$ cat src/core/tmr_pkg.sv
// Package for the sixteen-bit capture / reload / baud timer
package tmr_pkg;
  // Register offsets (byte addresses on the register port)
  localparam logic [7:0] TMR_CTRL_ADDR = 8'hc8;
  localparam logic [7:0] TMR_CAPL_ADDR = 8'hca;
  localparam logic [7:0] TMR_CAPH_ADDR = 8'hcb;
  localparam logic [7:0] TMR_CNTL_ADDR = 8'hcc;
  localparam logic [7:0] TMR_CNTH_ADDR = 8'hcd;
  localparam logic [7:0] TMR_ISTAT_ADDR = 8'he8;
  localparam logic [7:0] TMR_IMASK_ADDR = 8'he9;
  // Control field positions
  localparam int TMR_OVF_BIT = 7;
  localparam int TMR_EXT_BIT = 6;
  localparam int TMR_RXB_BIT = 5;
  localparam int TMR_TXB_BIT = 4;
  localparam int TMR_TEN_BIT = 3;
  localparam int TMR_RUN_BIT = 2;
  localparam int TMR_SRC_BIT = 1;
  localparam int TMR_CRS_BIT = 0;
  // Interrupt status layout
  localparam int TMR_IS_OVF_BIT = 0;
  localparam int TMR_IS_EXT_BIT = 1;
  // Reset values
  localparam logic [7:0] TMR_CTRL_RST = 8'h00;
  localparam logic [15:0] TMR_CNT_RST = 16'h0000;
  localparam logic [15:0] TMR_CAP_RST = 16'h0000;
  localparam logic [1:0] TMR_IRQ_RST = 2'h0;
  // Baud tick every two clocks
  localparam int TMR_BAUD_DIV = 2;

  typedef struct packed {
    logic rx_clk;
    logic tx_clk;
  } tmr_baud_s;

  typedef struct packed {
    logic [7:0] ctrl;
    logic [15:0] cnt;
    logic [15:0] cap;
    logic [1:0] ist;
    logic [1:0] imask;
    logic [7:0] rdata;
    logic [1:0] trig_sy;
    logic trig_d;
    logic [1:0] cin_sy;
    logic cin_d;
    logic pre;
    tmr_baud_s baud;
    logic irq;
    logic timer_irq;
  } tmr_state_s;
endpackage

$ cat src/core/tmr_core.sv
// Sixteen-bit timer with capture, auto-reload and baud generation
// Notes on behaviour
// RQ1: Overflow flag set only when both baud bits clear
// RQ2: Only software clears overflow flag; may set it
// RQ3: Trigger falling edge sets external event flag
// RQ4: Edge-set external event flag stays until cleared
// RQ5: Event flag set raises enabled timer interrupt
// RQ6: Receive clock from timer 1 or ours
// RQ7: Transmit clock from timer 1 or ours
// RQ8: Any baud bit selects baud generator mode
// RQ9: Trigger ignored unless enabled and not baud
// RQ10: Run bit starts, stops, holds count
// RQ11: Source bit picks clock or event counting
// RQ12: Baud mode ticks once every two clocks
// RQ13: Baud mode always auto-reloads on overflow
// RQ14: Reload mode: overflow and enabled trigger reload
// RQ15: Capture mode: enabled trigger captures count
// RQ16: Capture copies count; reload loads capture
// RQ17: Counter mode counts synced input falling edges
// RQ18: Overflow is all-ones rollover, same-cycle effects
`timescale 1ns/100ps
module tmr_core
  import tmr_pkg::*;
(
  // Clock and reset
  input wire logic clock_i,
  input wire logic nrst_i,
  // Register port
  input wire logic [7:0] addr_i,
  input wire logic [7:0] wdata_i,
  input wire logic wr_i,
  input wire logic rd_i,
  output logic [7:0] rdata_o,
  // Pins and serial side
  input wire logic trigger_input_i,
  input wire logic count_input_i,
  input wire logic t1_overflow_i,
  input wire logic serial_mode13_i,
  input wire logic timer_irq_en_i,
  output tmr_pkg::tmr_baud_s baud_o,
  output logic timer_irq_o,
  output logic irq_o
);
  import tmr_pkg::*;

  tmr_state_s s_r;
  tmr_state_s s_nxt;

  logic baud_mode;
  logic trig_fall;
  logic cin_fall;
  logic tick;
  logic ovf;
  logic [7:0] ctrl_w;
  // Status sets and clears gathered in this cycle
  logic [1:0] ist_set;
  logic [1:0] ist_clr;
  logic ctrl_wr;
  logic trig_act;

  assign rdata_o = s_r.rdata;
  assign baud_o = s_r.baud;
  assign timer_irq_o = s_r.timer_irq;
  assign irq_o = s_r.irq;

  // Qualifiers shared by the checks below
  assign ctrl_wr = wr_i && (addr_i == TMR_CTRL_ADDR);
  assign trig_act = trig_fall & s_r.ctrl[TMR_TEN_BIT] & ~baud_mode;

  // Next state of the whole block
  always_comb begin
    s_nxt = s_r;
    ctrl_w = s_r.ctrl;
    // Sets and clears are merged once, so a set can never be lost
    ist_set = 2'b00;
    ist_clr = 2'b00;
    // Pins pass two flops; edges look only at the second stage onward
    s_nxt.trig_sy = {s_r.trig_sy[0], trigger_input_i};
    s_nxt.trig_d = s_r.trig_sy[1];
    s_nxt.cin_sy = {s_r.cin_sy[0], count_input_i};
    s_nxt.cin_d = s_r.cin_sy[1];
    trig_fall = s_r.trig_d & ~s_r.trig_sy[1];
    cin_fall = s_r.cin_d & ~s_r.cin_sy[1]; // see RQ17
    baud_mode = s_r.ctrl[TMR_RXB_BIT] | s_r.ctrl[TMR_TXB_BIT]; // see RQ8
    // Prescaler only runs in baud mode so the first tick is predictable
    s_nxt.pre = baud_mode & s_r.ctrl[TMR_RUN_BIT] ? ~s_r.pre : 1'b0;
    if (baud_mode) begin
      tick = s_r.pre; // see RQ12
    end else if (s_r.ctrl[TMR_SRC_BIT]) begin
      tick = cin_fall; // see RQ11
    end else begin
      tick = 1'b1;
    end
    tick = tick & s_r.ctrl[TMR_RUN_BIT]; // see RQ10
    ovf = tick & (s_r.cnt == 16'hffff); // see RQ18
    // Software write to the control register first; hardware sets win after
    if (wr_i && addr_i == TMR_CTRL_ADDR) begin
      ctrl_w = wdata_i; // see RQ2
    end
    s_nxt.ctrl = ctrl_w;
    if (tick) begin
      s_nxt.cnt = s_r.cnt + 16'h0001;
    end
    if (ovf) begin
      if (baud_mode || !s_r.ctrl[TMR_CRS_BIT]) begin
        s_nxt.cnt = s_r.cap; // see RQ13 RQ14 RQ16
      end
      if (!baud_mode) begin
        s_nxt.ctrl[TMR_OVF_BIT] = 1'b1; // see RQ1
        ist_set[TMR_IS_OVF_BIT] = 1'b1;
      end
    end
    // Trigger edges act only when enabled and not generating baud clocks
    if (trig_fall && s_r.ctrl[TMR_TEN_BIT] && !baud_mode) begin // see RQ9
      s_nxt.ctrl[TMR_EXT_BIT] = 1'b1; // see RQ3 RQ4
      ist_set[TMR_IS_EXT_BIT] = 1'b1;
      if (s_r.ctrl[TMR_CRS_BIT]) begin
        s_nxt.cap = s_r.cnt; // see RQ15 RQ16
      end else begin
        s_nxt.cnt = s_r.cap; // see RQ14
      end
    end
    // Register writes to count, capture and mask bytes
    if (wr_i) begin
      case (addr_i)
        TMR_CAPL_ADDR: s_nxt.cap[7:0] = wdata_i;
        TMR_CAPH_ADDR: s_nxt.cap[15:8] = wdata_i;
        TMR_CNTL_ADDR: s_nxt.cnt[7:0] = wdata_i;
        TMR_CNTH_ADDR: s_nxt.cnt[15:8] = wdata_i;
        TMR_IMASK_ADDR: s_nxt.imask = wdata_i[1:0];
        default: ;
      endcase
    end
    // Read data one cycle later; status read clears, but a new set wins
    s_nxt.rdata = 8'h00;
    if (rd_i) begin
      case (addr_i)
        TMR_CTRL_ADDR: s_nxt.rdata = s_r.ctrl;
        TMR_CAPL_ADDR: s_nxt.rdata = s_r.cap[7:0];
        TMR_CAPH_ADDR: s_nxt.rdata = s_r.cap[15:8];
        TMR_CNTL_ADDR: s_nxt.rdata = s_r.cnt[7:0];
        TMR_CNTH_ADDR: s_nxt.rdata = s_r.cnt[15:8];
        TMR_ISTAT_ADDR: begin
          s_nxt.rdata = {6'h00, s_r.ist};
          // Clear only the bits this read returned
          ist_clr = s_r.ist;
        end
        TMR_IMASK_ADDR: s_nxt.rdata = {6'h00, s_r.imask};
        default: s_nxt.rdata = 8'h00;
      endcase
    end
    // Software-set event flag also requests the timer interrupt
    if (ctrl_w[TMR_EXT_BIT] && !s_r.ctrl[TMR_EXT_BIT]) begin
      ist_set[TMR_IS_EXT_BIT] = 1'b1; // see RQ5
    end
    // A read clears what it returned; a set in the same cycle wins
    s_nxt.ist = (s_r.ist & ~ist_clr) | ist_set;
    // Baud clocks follow the selected overflow source
    s_nxt.baud.rx_clk = serial_mode13_i & (s_r.ctrl[TMR_RXB_BIT] ? ovf : t1_overflow_i); // see RQ6
    s_nxt.baud.tx_clk = serial_mode13_i & (s_r.ctrl[TMR_TXB_BIT] ? ovf : t1_overflow_i); // see RQ7
    s_nxt.timer_irq = timer_irq_en_i & (s_nxt.ctrl[TMR_OVF_BIT] | s_nxt.ctrl[TMR_EXT_BIT]); // see RQ5
    s_nxt.irq = |(s_nxt.ist & s_nxt.imask);
  end

  // State register
  always_ff @(posedge clock_i or negedge nrst_i) begin
    if (!nrst_i) begin
      s_r <= '0;
      s_r.ctrl <= TMR_CTRL_RST;
      s_r.cnt <= TMR_CNT_RST;
      s_r.cap <= TMR_CAP_RST;
      s_r.ist <= TMR_IRQ_RST;
      s_r.imask <= TMR_IRQ_RST;
    end else begin
      s_r <= s_nxt;
    end
  end

  // Hardware raises the overflow flag only from a rollover outside baud mode
  ovf_flag_a: assert property (@(posedge clock_i) disable iff (!nrst_i) // see RQ1
    (ovf && baud_mode && !(wr_i && addr_i == TMR_CTRL_ADDR) && !$past(s_r.ctrl[TMR_OVF_BIT], 1) && !s_r.ctrl[TMR_OVF_BIT])
      |=> !s_r.ctrl[TMR_OVF_BIT])
    else $error("overflow flag set in baud mode");
  ovf_hold_a: assert property (@(posedge clock_i) disable iff (!nrst_i) // see RQ2
    (s_r.ctrl[TMR_OVF_BIT] && !(wr_i && addr_i == TMR_CTRL_ADDR)) |=> s_r.ctrl[TMR_OVF_BIT])
    else $error("overflow flag cleared by hardware");
  ext_hold_a: assert property (@(posedge clock_i) disable iff (!nrst_i) // see RQ4
    (s_r.ctrl[TMR_EXT_BIT] && !(wr_i && addr_i == TMR_CTRL_ADDR)) |=> s_r.ctrl[TMR_EXT_BIT])
    else $error("event flag cleared by hardware");
  ext_set_a: assert property (@(posedge clock_i) disable iff (!nrst_i) // see RQ3
    (trig_fall && s_r.ctrl[TMR_TEN_BIT] && !baud_mode) |=> s_r.ctrl[TMR_EXT_BIT] && s_r.ist[TMR_IS_EXT_BIT])
    else $error("trigger edge did not set event flag");
  run_hold_a: assert property (@(posedge clock_i) disable iff (!nrst_i) // see RQ10
    (!s_r.ctrl[TMR_RUN_BIT] && !wr_i && !trig_fall) |=> s_r.cnt == $past(s_r.cnt))
    else $error("count moved while stopped");
  baud_tick_a: assert property (@(posedge clock_i) disable iff (!nrst_i) // see RQ12
    (baud_mode && tick && !wr_i) |=> !tick)
    else $error("baud mode ticked on adjacent clocks");
  baud_reload_a: assert property (@(posedge clock_i) disable iff (!nrst_i) // see RQ13
    (ovf && baud_mode && !wr_i) |=> s_r.cnt == $past(s_r.cap))
    else $error("no reload after baud overflow");
  cap_copy_a: assert property (@(posedge clock_i) disable iff (!nrst_i) // see RQ15
    (trig_fall && s_r.ctrl[TMR_TEN_BIT] && !baud_mode && s_r.ctrl[TMR_CRS_BIT] && !wr_i)
      |=> s_r.cap == $past(s_r.cnt))
    else $error("capture did not copy count");
  rx_src_a: assert property (@(posedge clock_i) disable iff (!nrst_i) // see RQ6
    (serial_mode13_i && !s_r.ctrl[TMR_RXB_BIT]) |=> baud_o.rx_clk == $past(t1_overflow_i))
    else $error("receive clock source wrong");

  // Further checks on flags, sources and counting. Register writes are
  // left out of an antecedent only where software may override hardware,
  // so each check still bites on the plain hardware path.

  // Outside baud mode a rollover raises flag and status together
  ovf_set_a: assert property (@(posedge clock_i) disable iff (!nrst_i) // see RQ1 RQ18
    (ovf && !baud_mode)
      |=> s_r.ctrl[TMR_OVF_BIT] && s_r.ist[TMR_IS_OVF_BIT])
    else $error("rollover did not raise overflow flag");

  // Transmit clock follows timer 1 while its select bit is clear
  tx_src_a: assert property (@(posedge clock_i) disable iff (!nrst_i) // see RQ7
    (serial_mode13_i && !s_r.ctrl[TMR_TXB_BIT])
      |=> baud_o.tx_clk == $past(t1_overflow_i))
    else $error("transmit clock source wrong");

  // Receive clock follows our own rollover once selected
  rx_own_a: assert property (@(posedge clock_i) disable iff (!nrst_i) // see RQ6
    (serial_mode13_i && s_r.ctrl[TMR_RXB_BIT])
      |=> baud_o.rx_clk == $past(ovf))
    else $error("receive clock not from own rollover");

  // Transmit clock follows our own rollover once selected
  tx_own_a: assert property (@(posedge clock_i) disable iff (!nrst_i) // see RQ7
    (serial_mode13_i && s_r.ctrl[TMR_TXB_BIT])
      |=> baud_o.tx_clk == $past(ovf))
    else $error("transmit clock not from own rollover");

  // Reload mode: a rollover loads the capture value
  ovf_reload_a: assert property (@(posedge clock_i) disable iff (!nrst_i) // see RQ14
    (ovf && !baud_mode && !s_r.ctrl[TMR_CRS_BIT] && !wr_i)
      |=> s_r.cnt == $past(s_r.cap))
    else $error("no reload after rollover");

  // Reload mode: an enabled trigger edge loads the capture value
  trig_reload_a: assert property (@(posedge clock_i) disable iff (!nrst_i) // see RQ14
    (trig_act && !s_r.ctrl[TMR_CRS_BIT] && !wr_i)
      |=> s_r.cnt == $past(s_r.cap))
    else $error("no reload after trigger edge");

  // Timer operation advances on every clock while running
  timer_step_a: assert property (@(posedge clock_i) disable iff (!nrst_i) // see RQ11
    (s_r.ctrl[TMR_RUN_BIT] && !s_r.ctrl[TMR_SRC_BIT] && !baud_mode && !ovf && !trig_act && !wr_i)
      |=> s_r.cnt == $past(s_r.cnt) + 16'h0001)
    else $error("timer did not advance by one");

  // Counter operation advances only on a synchronised falling edge
  event_step_a: assert property (@(posedge clock_i) disable iff (!nrst_i) // see RQ17
    (s_r.ctrl[TMR_RUN_BIT] && s_r.ctrl[TMR_SRC_BIT] && !baud_mode && !ovf && !trig_act && !wr_i)
      |=> s_r.cnt == $past(s_r.cnt) + {15'h0000, $past(cin_fall)})
    else $error("counter step does not match input edges");

  // Software setting the event flag raises its status bit
  sw_event_a: assert property (@(posedge clock_i) disable iff (!nrst_i) // see RQ5
    (ctrl_wr && wdata_i[TMR_EXT_BIT] && !s_r.ctrl[TMR_EXT_BIT])
      |=> s_r.ist[TMR_IS_EXT_BIT])
    else $error("software event set gave no status");

  // An accepted trigger edge requests the timer interrupt when enabled
  irq_trig_a: assert property (@(posedge clock_i) disable iff (!nrst_i) // see RQ5
    (trig_act && timer_irq_en_i)
      |=> timer_irq_o)
    else $error("trigger edge gave no timer interrupt");

  // A refused trigger edge leaves flag and capture alone
  trig_off_a: assert property (@(posedge clock_i) disable iff (!nrst_i) // see RQ9
    (trig_fall && !trig_act && !wr_i && !s_r.ctrl[TMR_EXT_BIT])
      |=> !s_r.ctrl[TMR_EXT_BIT] && s_r.cap == $past(s_r.cap))
    else $error("refused trigger edge had an effect");

  // Capture bytes change only by a capture or a write
  cap_hold_a: assert property (@(posedge clock_i) disable iff (!nrst_i) // see RQ16
    (!wr_i && !(trig_act && s_r.ctrl[TMR_CRS_BIT]))
      |=> s_r.cap == $past(s_r.cap))
    else $error("capture bytes moved on their own");

  // Either select bit puts the timer in baud mode
  baud_sel_a: assert property (@(posedge clock_i) disable iff (!nrst_i) // see RQ8
    (ctrl_wr && (wdata_i[TMR_RXB_BIT] || wdata_i[TMR_TXB_BIT]))
      |=> baud_mode)
    else $error("baud select did not enter baud mode");

  // Prescaler rests outside baud mode, so the first tick is two clocks in
  pre_idle_a: assert property (@(posedge clock_i) disable iff (!nrst_i) // see RQ12
    (!baud_mode)
      |=> !s_r.pre)
    else $error("prescaler ran outside baud mode");

  // A rollover never sets the event flag by itself
  ext_no_ovf_a: assert property (@(posedge clock_i) disable iff (!nrst_i) // see RQ3
    (ovf && !ctrl_wr && !trig_act && !s_r.ctrl[TMR_EXT_BIT])
      |=> !s_r.ctrl[TMR_EXT_BIT])
    else $error("rollover set the event flag");

  // Software may set or clear any control bit, flags included
  ctrl_write_a: assert property (@(posedge clock_i) disable iff (!nrst_i) // see RQ2
    (ctrl_wr && !(ovf && !baud_mode) && !trig_act)
      |=> s_r.ctrl == $past(wdata_i))
    else $error("control write did not land");

  // A status read with no new event leaves the status empty
  stat_clear_a: assert property (@(posedge clock_i) disable iff (!nrst_i)
    (rd_i && addr_i == TMR_ISTAT_ADDR && !ovf && !trig_act && !ctrl_wr)
      |=> s_r.ist == 2'b00)
    else $error("status read did not clear");

  // Interrupt line tracks masked status level
  irq_level_a: assert property (@(posedge clock_i) disable iff (!nrst_i)
    irq_o == |(s_r.ist & s_r.imask))
    else $error("interrupt line disagrees with status");

  // Read data stand one cycle only
  rdata_idle_a: assert property (@(posedge clock_i) disable iff (!nrst_i)
    (!rd_i)
      |=> rdata_o == 8'h00)
    else $error("read data outside read cycle");

  // Count byte writes win over hardware in the same cycle
  cnt_write_a: assert property (@(posedge clock_i) disable iff (!nrst_i)
    (wr_i && addr_i == TMR_CNTL_ADDR)
      |=> s_r.cnt[7:0] == $past(wdata_i))
    else $error("count low write did not land");

  // Capture byte writes win over a capture in the same cycle
  cap_write_a: assert property (@(posedge clock_i) disable iff (!nrst_i) // see RQ16
    (wr_i && addr_i == TMR_CAPH_ADDR)
      |=> s_r.cap[15:8] == $past(wdata_i))
    else $error("capture high write did not land");

  // Mask writes land as written
  mask_write_a: assert property (@(posedge clock_i) disable iff (!nrst_i)
    (wr_i && addr_i == TMR_IMASK_ADDR)
      |=> s_r.imask == $past(wdata_i[1:0]))
    else $error("mask write did not land");
endmodule

$ cat config.mk
export PLATFORM = sky130hd
export DESIGN_NAME = tmr_core
export DESIGN_NICKNAME = d
export VERILOG_FILES = /design/src/core/tmr_pkg.sv /design/src/core/tmr_core.sv
export SDC_FILE = /design/constraint.sdc
export NUM_CORES = 1
export LEC_CHECK = 0
export BUFFER_PORTS_ARGS = -buffer_cell sky130_fd_sc_hd__buf_2
export CAP_MARGIN = 40
export CORE_ASPECT_RATIO = 0.75
export CORE_MARGIN = 2
export CORE_UTILIZATION = 59
export DETAILED_ROUTE_END_ITERATION = 10
export PLACE_DENSITY = 0.75
export SYNTH_ARGS = -nofsm -noshare
export SYNTH_HDL_FRONTEND = slang
export SYNTH_SLANG_ARGS = --single-unit
$ cat constraint.sdc
create_clock -name clock_i -period 2.5 [get_ports clock_i]
set_input_delay 0.375 -clock clock_i [delete_from_list [all_inputs] [get_ports clock_i]]
set_output_delay 0.375 -clock clock_i [all_outputs]
set_load 0.02 [all_outputs]
=== Word level (Yosys, flattened, before mapping) ===
Cells that the tools add are included.

* Word-level logic and storage cells: 81
* Flip-flop bits (word level): 63

* Add/subtract/negate cells: 1
* Equal/unequal tests: 8
* Reductions and logical operators: 9
* Bitwise operators: 17
* Muxes and demuxes: 30

{| class="wikitable"
|+ Operator list
! operator !! number
|-
| 16-bit 2-to-1 mux || 5
|-
| 32-bit 2-to-1 mux || 2
|-
| 8-bit equality test (second input constant) || 7
|-
| 8-bit case mux with 7 select lines || 1
|-
| 8-bit 2-to-1 mux || 6
|-
| 16-bit by 1-bit adder with 16-bit output (second input constant) || 1
|-
| 16-bit equality test (second input constant) || 1
|-
| 1-bit 2-to-1 mux || 12
|-
| 1-bit AND || 8
|-
| 2-bit 2-to-1 mux || 4
|-
| 2-bit AND || 2
|-
| 1-bit logical AND || 4
|-
| 1-bit zero test || 3
|-
| 1-bit inverter || 3
|-
| 2-bit inverter || 1
|-
| 1-bit OR || 2
|-
| 2-bit OR || 1
|-
| 2-bit OR reduction || 1
|-
| 1-bit logical OR || 1
|}

=== Depth between registers and ports, before layout ===
Gate-level depths: netlist of the first run.

* Depth in word-level cells: 12
* Mapped depth: 8
* Gate-level depth less buffers: 6

=== Worst setup path after synthesis of the first run ===
Ideal clock, no wire load.

* Kind: reg-to-reg
* Start: reg s_r[59] in the netlist's numbering
* End: reg s_r[52] in the netlist's numbering
* Buffers on the path: 0
* Data required time: 2.374 ns
* Period minus slack after synthesis: 1.808 ns
* Stages on the path, launching flop included: 6
* Slack: 0.692 ns
* Arrival time: 1.683 ns
* Library setup time: 0.126 ns
* Cell sequence: dfrtp_1 o21ba_2 a311o_1 o31a_1 nor4_2 o31ai_2

{| class="wikitable"
|+ RTL lines
! element !! line !! RTL
|-
| start, declared || tmr_core.sv:46 || <nowiki>tmr_state_s s_r;</nowiki>
|-
| start signal, assigned || tmr_core.sv:175 || <nowiki>s_r <= s_nxt;</nowiki>
|}

==> impl_metrics.tcl, run 1 <==
set metrics [dict create \
    outcome "finished clean" \
    peakVddDrop_uv 355 \
    grt_max_degree 37 \
    max_slew_margin 0.523 \
    worstSkewPairLatency_ns 0.35 \
    ios 37 \
    antenna_found_initial 0 \
    dp_slack_ns 0.363 \
    finalSetupViolCount 0 \
    core.rowCount 25 \
    num_antenna_cells 0 \
    gp_congestion 0.905 \
    tns_ns 0 \
    crit_arrival_ns 2.44 \
    fmax_mhz 454 \
    maxSlewViolCount 0 \
    fin_skew_ns 0.00547 \
    cap_violations 0 \
    cts.sinks 63 \
    critPathKind "reg -> reg" \
    post-cts-setup-buffers 0 \
    rsz0062_at_grt "no" \
    multi_input_area_mm2 0.00208 \
    post_cts_resized 0 \
    drtPass1Iterations 5 \
    ys_ff_latch 63 \
    regArea_mm2 0.00158 \
    seq_area_frac_synth 0.409 \
    ys_async_sr_fraction 1.00 \
    dieArea_mm2 0.00720 \
    postLayoutCoreUtil 0.671 \
    syn-instance-count 383 \
    crit_path_max_incr_delay_ns 0.65 \
    cts_buffer_depth 2 \
    synth_edf_count 0 \
    synth_area_leaders "dfrtp_1 41%, mux2i_1 8.1%, a21oi_1 5.6%" \
    avgSynthCellArea_um2 10.1 \
    period_minus_slack_ns 2.20 \
    leakagePower_nw 1.80 \
    cp-start-kind "flip-flop" \
    tightest_slew_ns 0.715 \
    setup_ws_ns 0.298 \
    drtAntennaViolNets 0 \
    routed_via_density 6.57 \
    cts_made_buffers 9 \
    start_util 0.610 \
    cts_tree "built" \
    fin_crit_sh 0.881 \
    holdBufCountCts 0 \
    wl_per_cell_um 21.0 \
    final_common_cell "dfrtp_1" \
    dieHeight_um 74.0 \
    port_buffers 36 \
    grt_pass1_wl_um 17000 \
    via_count 3284 \
    yosysTopAreaCell "dfrtp_1" \
    drive_above_1_share 0.260 \
    endpoint_kind "flip-flop" \
    hold_class "in -> async" \
    grtUsageTotal 0.312 \
    dp_hpwl_um 7340 \
    slowest_stage "a311oi_2" \
    design_area_mm2 0.00424 \
    synth_top_area_share 0.409 \
    hold_viol_final 0 \
    dpl_cell_area_mm2 0.00406 \
    drtIter0Drc 280 \
    path_max_fanout 8 \
    globalRouteOverflowTotal 0 \
    die_w_um 97.3 \
    cp_data_required_time_ns 2.73 \
    final_nets 440 \
    htree_levels 3 \
    routed_wirelength_um 10500 \
    yosysWarnings 0 \
    synth_nets 409 \
    p_per_area_mw_per_mm2 757 \
    synth_ff_type "dfrtp_1" \
    grt_pass1_vias 3193 \
    final_cell_mix "63 x dfrtp_1, 43 x a21oi_1, 38 x nand2_1" \
    hold_slack_ns 0.0543 \
    clkSlewWorstSetupHoldPaths_ns 0.07 \
    syn-cell-area_mm2 0.00385 \
    coreArea_mm2 0.00632 \
    fill_cells 503 \
    route.detailed.drc 0 \
    syn_to_final_growth_pct 9.97 \
    ys_types 68 \
    path_cells "o21ba_2 > a311oi_2 > a31oi_1 > nor4b_2 > o31ai_2" \
    clock-root-buffer "clkbuf_8" \
]
stage by stage:
step                      power [W]  std cells
final                       0.00321        500
after global routing        0.00339        500
after CTS                   0.00319        500
after detailed placement    0.00239        484
after global placement      0.00234        484
after floorplan             0.00210        383
final timing paths:
kind | from | slack, ns | cells after the start | endpoint
worst max-delay path | s_r[59]$_DFFE_PN0P_ | 0.30 | 5 | s_r[53]$_DFF_PN0_
worst min-delay path | nrst_i | 0.05 | 1 | s_nxt[5]$_DFF_PN0_
worst max register to register | s_r[59]$_DFFE_PN0P_ | 0.30 | 5 | s_r[53]$_DFF_PN0_
worst min register to register | s_nxt[10]$_DFF_PN0_ | 0.35 | 0 | s_nxt[8]$_DFF_PN0_
max in group asynchronous | nrst_i | 1.82 | 2 | s_r[24]$_DFF_PN0_
min in group clock_i | count_input_i | 0.13 | 1 | s_nxt[7]$_DFF_PN0_
critical path: cells and delay by family (launching register included):
| family | cells | cell delay, ns |
|---|---|---|
| simple gates | 1 | 0.36 |
| flops | 1 | 0.47 |
| compound gates | 4 | 1.25 |
Yosys cell counts, types with 4 or more instances:
cell type  number
dfrtp_1        63
a21oi_1        43
nand2_1        38
mux2i_1        31
nor2_1         31
buf_2          12
buf_4          11
o31ai_2        11
a221oi_1        8
nand3_1         8
nor3_1          8
nor4_1          8
o21ai_0         7
inv_1           6
o31ai_1         6
and3_1          5
mux2_2          5
nor4b_1         5
and4_1          4
nand4_1         4
per-layer routing:
layer  up-vias  track usage  wire (µm)
li1       1489            -          -
met1      1583        0.421       4370
met2       187        0.488       4780
met3        25       0.0912       1130
met4         0        0.122        205
met5         -            0          0
registers in the layout (all words and copies together), names as in the netlist:
signal,count
baud_o,2
s_nxt,4
rdata_o,8
irq_o,1
s_r,47
timer_irq_o,1
layout make-up:
class | count | share of cell area
Inverter | 6 | 0.00531
Clock buffer | 13 | 0.0375
Multi-Input combinational cell | 286 | 0.490
Sequential cell | 63 | 0.372
Clock inverter | 3 | 0.00413
Timing Repair Buffer | 48 | 0.0667
Tap cell | 81 | 0.0239
kinds of logic (layout without fill, tap and decap cells):
group                    count (synthesis)  after routing  share of synthesized area
AND/OR/NAND/NOR                        146            146                      0.234
AO/OA/AOI/OAI                           99             99                      0.194
flip-flops                              63             63                      0.409
multiplexers                            38             38                      0.103
buffers and inverters                   34             70                     0.0516
XOR/XNOR                                 2              2                    0.00455
adder cells (fa/ha/maj)                  1              1                    0.00325
where the power goes:
part	switching (W)	leakage (nW)	internal (W)	total, W
Sequential	0.000266	0.700	0.00116	0.00143
Clock	0.000385	0.0894	0.000411	0.000796
Combinational	0.000575	1.01	0.000407	0.000982
No activity file was read; power rests on OpenSTA's default activity.
==> run 2, diff against run 1 <==
CORE_UTILIZATION = 54   (was 59)
PLACE_DENSITY = 0.73   (was 0.75)
clock period = 1.9 ns   (was 2.5 ns; I/O delays follow)
==> run 2 against run 1 <==
  * The flow now finishes with violations (setup timing)
  * Sequential power increased by 22%
  * Combinational power up 93%
  * First-iteration DRC count increased by 4.6%
  * Register-to-register slack lost 0.31 ns
  * Via count grew 8.7%
  * Total power increased by 55%
  * Setup slack worse by 0.31 ns
  * Utilization rose by 3.0 points
  * Global-route usage about the same
  * Count of clock-buffer cells in the layout down 4
  * Largest cell class unchanged
==> impl_metrics.tcl, run 2 (synthesis gave the netlist of run 1 again) <==
set metrics [dict create \
    final_nets 481 \
    peakVddDrop_uv 600 \
    r2r-end "s_r[40]$_DFF_PN0_" \
    cts_buffer_depth 2 \
    drtAntennaViolNets 0 \
    dieHeight_um 77.2 \
    die_w_um 102 \
    path_max_fanout 7 \
    period_minus_slack_ns 1.91 \
    num_antenna_cells 0 \
    drtIter0Drc 293 \
    holdPathEnd "s_nxt[7]$_DFF_PN0_" \
    cap_violations 0 \
    clock-root-buffer "clkbuf_8" \
    grt_pass1_vias 3492 \
    dieArea_mm2 0.00784 \
    via_count 3570 \
    p_per_area_mw_per_mm2 1030 \
    syn_to_final_growth_pct 24.8 \
    wl_per_cell_um 21.1 \
    leakagePower_nw 2.07 \
    cp-start-kind "flip-flop" \
    fin_crit_sh 1.00 \
    route.detailed.drc 0 \
    port_buffers 36 \
    ios 37 \
    grtUsageTotal 0.312 \
    cts_made_buffers 9 \
    outcome "finished, violations left" \
    globalRouteOverflowTotal 0 \
    coreArea_mm2 0.00686 \
    cts.sinks 63 \
    fill_cells 506 \
    final_common_cell "dfrtp_1" \
    r2r_setup_slack_ns -0.009 \
    start_util 0.561 \
    max_slew_margin 0.674 \
    fin_skew_ns 0.0125 \
    final_cell_mix "61 x dfrtp_1, 47 x buf_4, 43 x a21oi_1" \
    grt_max_degree 25 \
    crit_arrival_ns 2.18 \
    maxSlewViolCount 0 \
    worstSkewPairLatency_ns 0.36 \
    endpoint_kind "flip-flop" \
    routed_wirelength_um 11800 \
    drive_above_1_share 0.367 \
    hold_class "in -> reg" \
    grt_pass1_wl_um 18300 \
    routed_via_density 6.40 \
    dp_hpwl_um 8020 \
    hp-start "count_input_i" \
    violations "setup timing" \
    cts_tree "built" \
    antenna_found_initial 0 \
    largest-register "s_r" \
    largest_register_ffs 47 \
    finalSetupViolCount 1 \
    setup_ws_ns -0.00862 \
    r2r_cells 6 \
    dp_slack_ns 0.0122 \
    rsz0062_at_grt "yes" \
    holdPathStages 1 \
    hold_viol_final 0 \
    fmax_mhz 524 \
    r2r-start "s_r[45]$_DFF_PN0_" \
    core.rowCount 26 \
    cp_data_required_time_ns 2.17 \
    clkSlewWorstSetupHoldPaths_ns 0.08 \
    tns_ns -0.00862 \
    tightest_slew_ns 0.489 \
    gp_congestion 0.935 \
    htree_levels 3 \
    critPathKind "reg -> reg" \
    drtPass1Iterations 5 \
]
-- run 2: cell count changes in the layout (fill, tap and decap cells not counted), moves of 3 or more --
cell and delta:
nor4b_1 -3, buf_12 +3, nor4_1 -6, nor4b_2 +3, nor4_2 +3, buf_4 +36
nor4_4 +3
-- run 2: timing repair --
| action | CTS | global route |
|---|---|---|
| setup buffers | 4 | 2 |
| setup endpoints to repair | 3 | 18 |
| endpoints found under the hold margin | 21 | 0 |
| pin swaps | 2 | 1 |
| hold buffers | 1 | 0 |
| gates cloned | 0 | 0 |
| gates resized for setup | 4 | 24 |
-- run 2: layout make-up --
class | count | area, µm² | area share
clock buffer | 9 | 124 | 0.0258
clock inverter | 7 | 96.3 | 0.0200
inverter | 6 | 22.5 | 0.00468
multi-input combinational | 286 | 2230 | 0.464
sequential | 63 | 1580 | 0.328
tap | 98 | 123 | 0.0255
timing repair buffer | 89 | 634 | 0.132
-- run 2: worst max-delay path: stages (launching register included) --
cell     delay, ns
dfrtp_1       0.40
nand3_1       0.30
nor4_4        0.39
a31oi_4       0.23
buf_4         0.20
a31o_1        0.17
o21ai_1       0.14
-- run 2: where the power goes --
group	internal (W)	switching [W]	total, W
Clock	0.000742	0.000573	0.00132
Sequential	0.00153	0.000208	0.00174
Combinational	0.000813	0.00109	0.00190
-- run 2: how the worst max path moves through the flow --
stage,to,depth (start not counted),start
5_1_grt,s_r[40]$_DFF_PN0_,6,s_r[43]$_DFF_PN0_
6_report,s_r[40]$_DFF_PN0_,6,s_r[45]$_DFF_PN0_
2_1_floorplan,s_r[52]$_DFF_PN0_,5,s_r[59]$_DFFE_PN0P_
3_5_place_dp,s_r[50]$_DFF_PN0_,5,s_r[59]$_DFFE_PN0P_
4_1_cts,s_r[50]$_DFF_PN0_,6,s_nxt[5]$_DFF_PN0_
3_3_place_gp,s_r[43]$_DFF_PN0_,6,s_r[59]$_DFFE_PN0P_
-- run 2: metrics by stage --
step | cell area [µm²] | power, W | cells | hold slack [ns] | utilization
2_1_floorplan | 3850 | 0.00276 | 383 | -0.0106 | -
3_3_place_gp | 4360 | 0.00338 | 535 | 0.260 | 0.636
3_5_place_dp | 4360 | 0.00341 | 535 | 0.280 | 0.636
4_1_cts | 4650 | 0.00474 | 556 | 0.0255 | 0.678
5_1_grt | 4810 | 0.00517 | 558 | 0.0158 | 0.701
6_report | 4810 | 0.00496 | 558 | 0.0282 | 0.701
-- run 2: layer usage --
metal  wire [µm]  track usage  vias up
met1        4830        0.435     1760
met2        5290        0.448      200
met3        1200       0.0702       35
li1            -            -     1575
met4         438        0.166        0
met5           0            0        -
==> run 3, diff against run 2 <==
PLACE_DENSITY = 0.8   (was 0.73)
RECOVER_POWER = 50   (was default)
==> run 3 against run 2 <==
  * The run now ends clean
  * Critical path depth unchanged
  * Routed wire length down 2.5%
  * Utilization down 1.4 points
  * Maximum frequency up 4.0%
  * Count of clock-buffer cells in the layout up 2
  * Non-clock buffer count unchanged
  * Total power down 3.2%
==> impl_metrics.tcl, run 3 (synthesis gave the netlist of run 1 again) <==
set metrics [dict create \
    cts_tree "built" \
    postLayoutCoreUtil 0.687 \
    dp.cells 541 \
    top_usage_layer "met2" \
    port_buffers 36 \
    cts_made_buffers 9 \
    htree_levels 3 \
    period_minus_slack_ns 1.84 \
    crit_arrival_ns 2.09 \
    gp_congestion 0.913 \
    ios 37 \
    outcome "finished clean" \
    peakVddDrop_uv 482 \
    cap_violations 0 \
    fin_skew_ns 0.0122 \
    gr-usage-met2 0.451 \
    coreArea_mm2 0.00686 \
    critPathBufInv 1 \
    dieHeight_um 77.2 \
    fin_crit_sh 0.966 \
    num_antenna_cells 0 \
    tns_ns 0 \
    drtPass1Iterations 5 \
    grt_pass1_wl_um 18200 \
    critPathKind "reg -> reg" \
    syn_to_final_growth_pct 22.3 \
    hold_class "in -> reg" \
    antenna_found_initial 0 \
    final_cell_mix "61 x dfrtp_1, 46 x buf_4, 42 x a21oi_1" \
    cts_buffer_depth 2 \
    leakagePower_nw 2.05 \
    cp_data_required_time_ns 2.15 \
    drtIter0Drc 428 \
    clkSlewWorstSetupHoldPaths_ns 0.06 \
    die_w_um 102 \
    drive_above_1_share 0.357 \
    crit_path_max_incr_delay_ns 0.42 \
    cp-start-kind "flip-flop" \
    instances_no_fill 557 \
    fmax_mhz 545 \
    routed_wirelength_um 11500 \
    cts.sinks 63 \
    start_util 0.561 \
    critPathTopFamily "simple AND/OR/NAND/NOR gates" \
    via_count 3522 \
    route.detailed.drc 0 \
    p_per_area_mw_per_mm2 1020 \
    rsz0062_at_grt "yes" \
    grt_use_met1 0.424 \
    largest_register_ffs 47 \
    largest-register "s_r" \
    grt_util_met3 0.106 \
    clock-root-buffer "clkbuf_8" \
    endpoint_kind "flip-flop" \
    wl_per_cell_um 20.6 \
    finalSetupViolCount 0 \
    hold_viol_final 0 \
    dieArea_mm2 0.00784 \
    path_cells "nand4_2 > nor4_4 > and3_1 > buf_12 > nor4b_1 > o31ai_1" \
    final_common_cell "dfrtp_1" \
    tightest_slew_ns 0.880 \
    globalRouteOverflowTotal 0 \
    max_slew_margin 0.413 \
    routed_via_density 6.32 \
    maxSlewViolCount 0 \
    grt_max_degree 64 \
    drtAntennaViolNets 0 \
    path_max_fanout 15 \
    slowest_stage "dfrtp_1" \
    grt_pass1_vias 3530 \
    dp_hpwl_um 7850 \
    core.rowCount 26 \
    grtUsageTotal 0.309 \
    worstSkewPairLatency_ns 0.36 \
    final_nets 481 \
]
[run 3: cell count changes in the layout (fill, tap and decap cells not counted), moves of 2 or more]
cell      previous run  this run
nor3_2               2         4
a31oi_2              0         2
nor4b_2              4         1
clkbuf_8             9        11
nor4b_1              2         5
nor4_1               2         5
clkinv_4             2         0
nor4_4               6         4
[run 3: stage by stage]
step | hold slack [ns] | power, W | area [µm²] | worst slack (ns)
global route | 0.0236 | 0.00503 | 4710 | -0.0210
global placement | 0.320 | 0.00339 | 4450 | 0.0447
finish | 0.0359 | 0.00480 | 4710 | 0.0642
CTS | 0.0226 | 0.00468 | 4660 | 0.00362
floorplan | -0.0106 | 0.00276 | 3850 | 0.0919
detailed placement | 0.326 | 0.00346 | 4450 | 0.0149
[run 3: per-layer routing]
| metal | vias up | routed length, µm |
|---|---|---|
| met5 | - | 0 |
| met4 | 0 | 291 |
| met2 | 200 | 5220 |
| met3 | 31 | 1340 |
| met1 | 1725 | 4620 |
| li1 | 1566 | - |
[run 3: what timing repair did]
| action | CTS | global route |
|---|---|---|
| hold buffers | 1 | 0 |
| resized for setup | 2 | 15 |
| setup endpoints to repair | 1 | 19 |
| buffers inserted | 0 | 0 |
| hold endpoints to repair | 63 | 0 |
| pin swaps | 0 | 4 |
[run 3: final cells by class]
class                      count  area [µm²]
clock buffer                  11         151
clock inverter                 4        45.0
fill                         521        2150
inverter                       6        22.5
multi-input combinational    286        2150
sequential                    63        1580
tap                           98         123
timing repair buffer          89         643
[run 3: path summary, 6_finish.rpt]
check | start | to | slack (ns) | cells past startpoint
setup / recovery | s_r[53]$_DFF_PN0_ | s_r[43]$_DFF_PN0_ | 0.06 | 6
hold / removal | trigger_input_i | s_nxt[10]$_DFF_PN0_ | 0.04 | 1
setup reg to reg | s_r[53]$_DFF_PN0_ | s_r[43]$_DFF_PN0_ | 0.06 | 6
hold reg to reg | s_nxt[10]$_DFF_PN0_ | s_nxt[8]$_DFF_PN0_ | 0.35 | 0
max in group asynchronous | nrst_i | s_r[60]$_DFFE_PN0P_ | 0.60 | 3
min in group asynchronous | nrst_i | baud_o[0]$_DFF_PN0_ | 0.69 | 3
[run 3: where the power goes]
part / internal [W] / switching (W) / leakage [nW]
Clock: 0.000662 / 0.000525 / 0.105
Sequential: 0.00153 / 0.000178 / 0.697
Combinational: 0.000802 / 0.00110 / 1.25
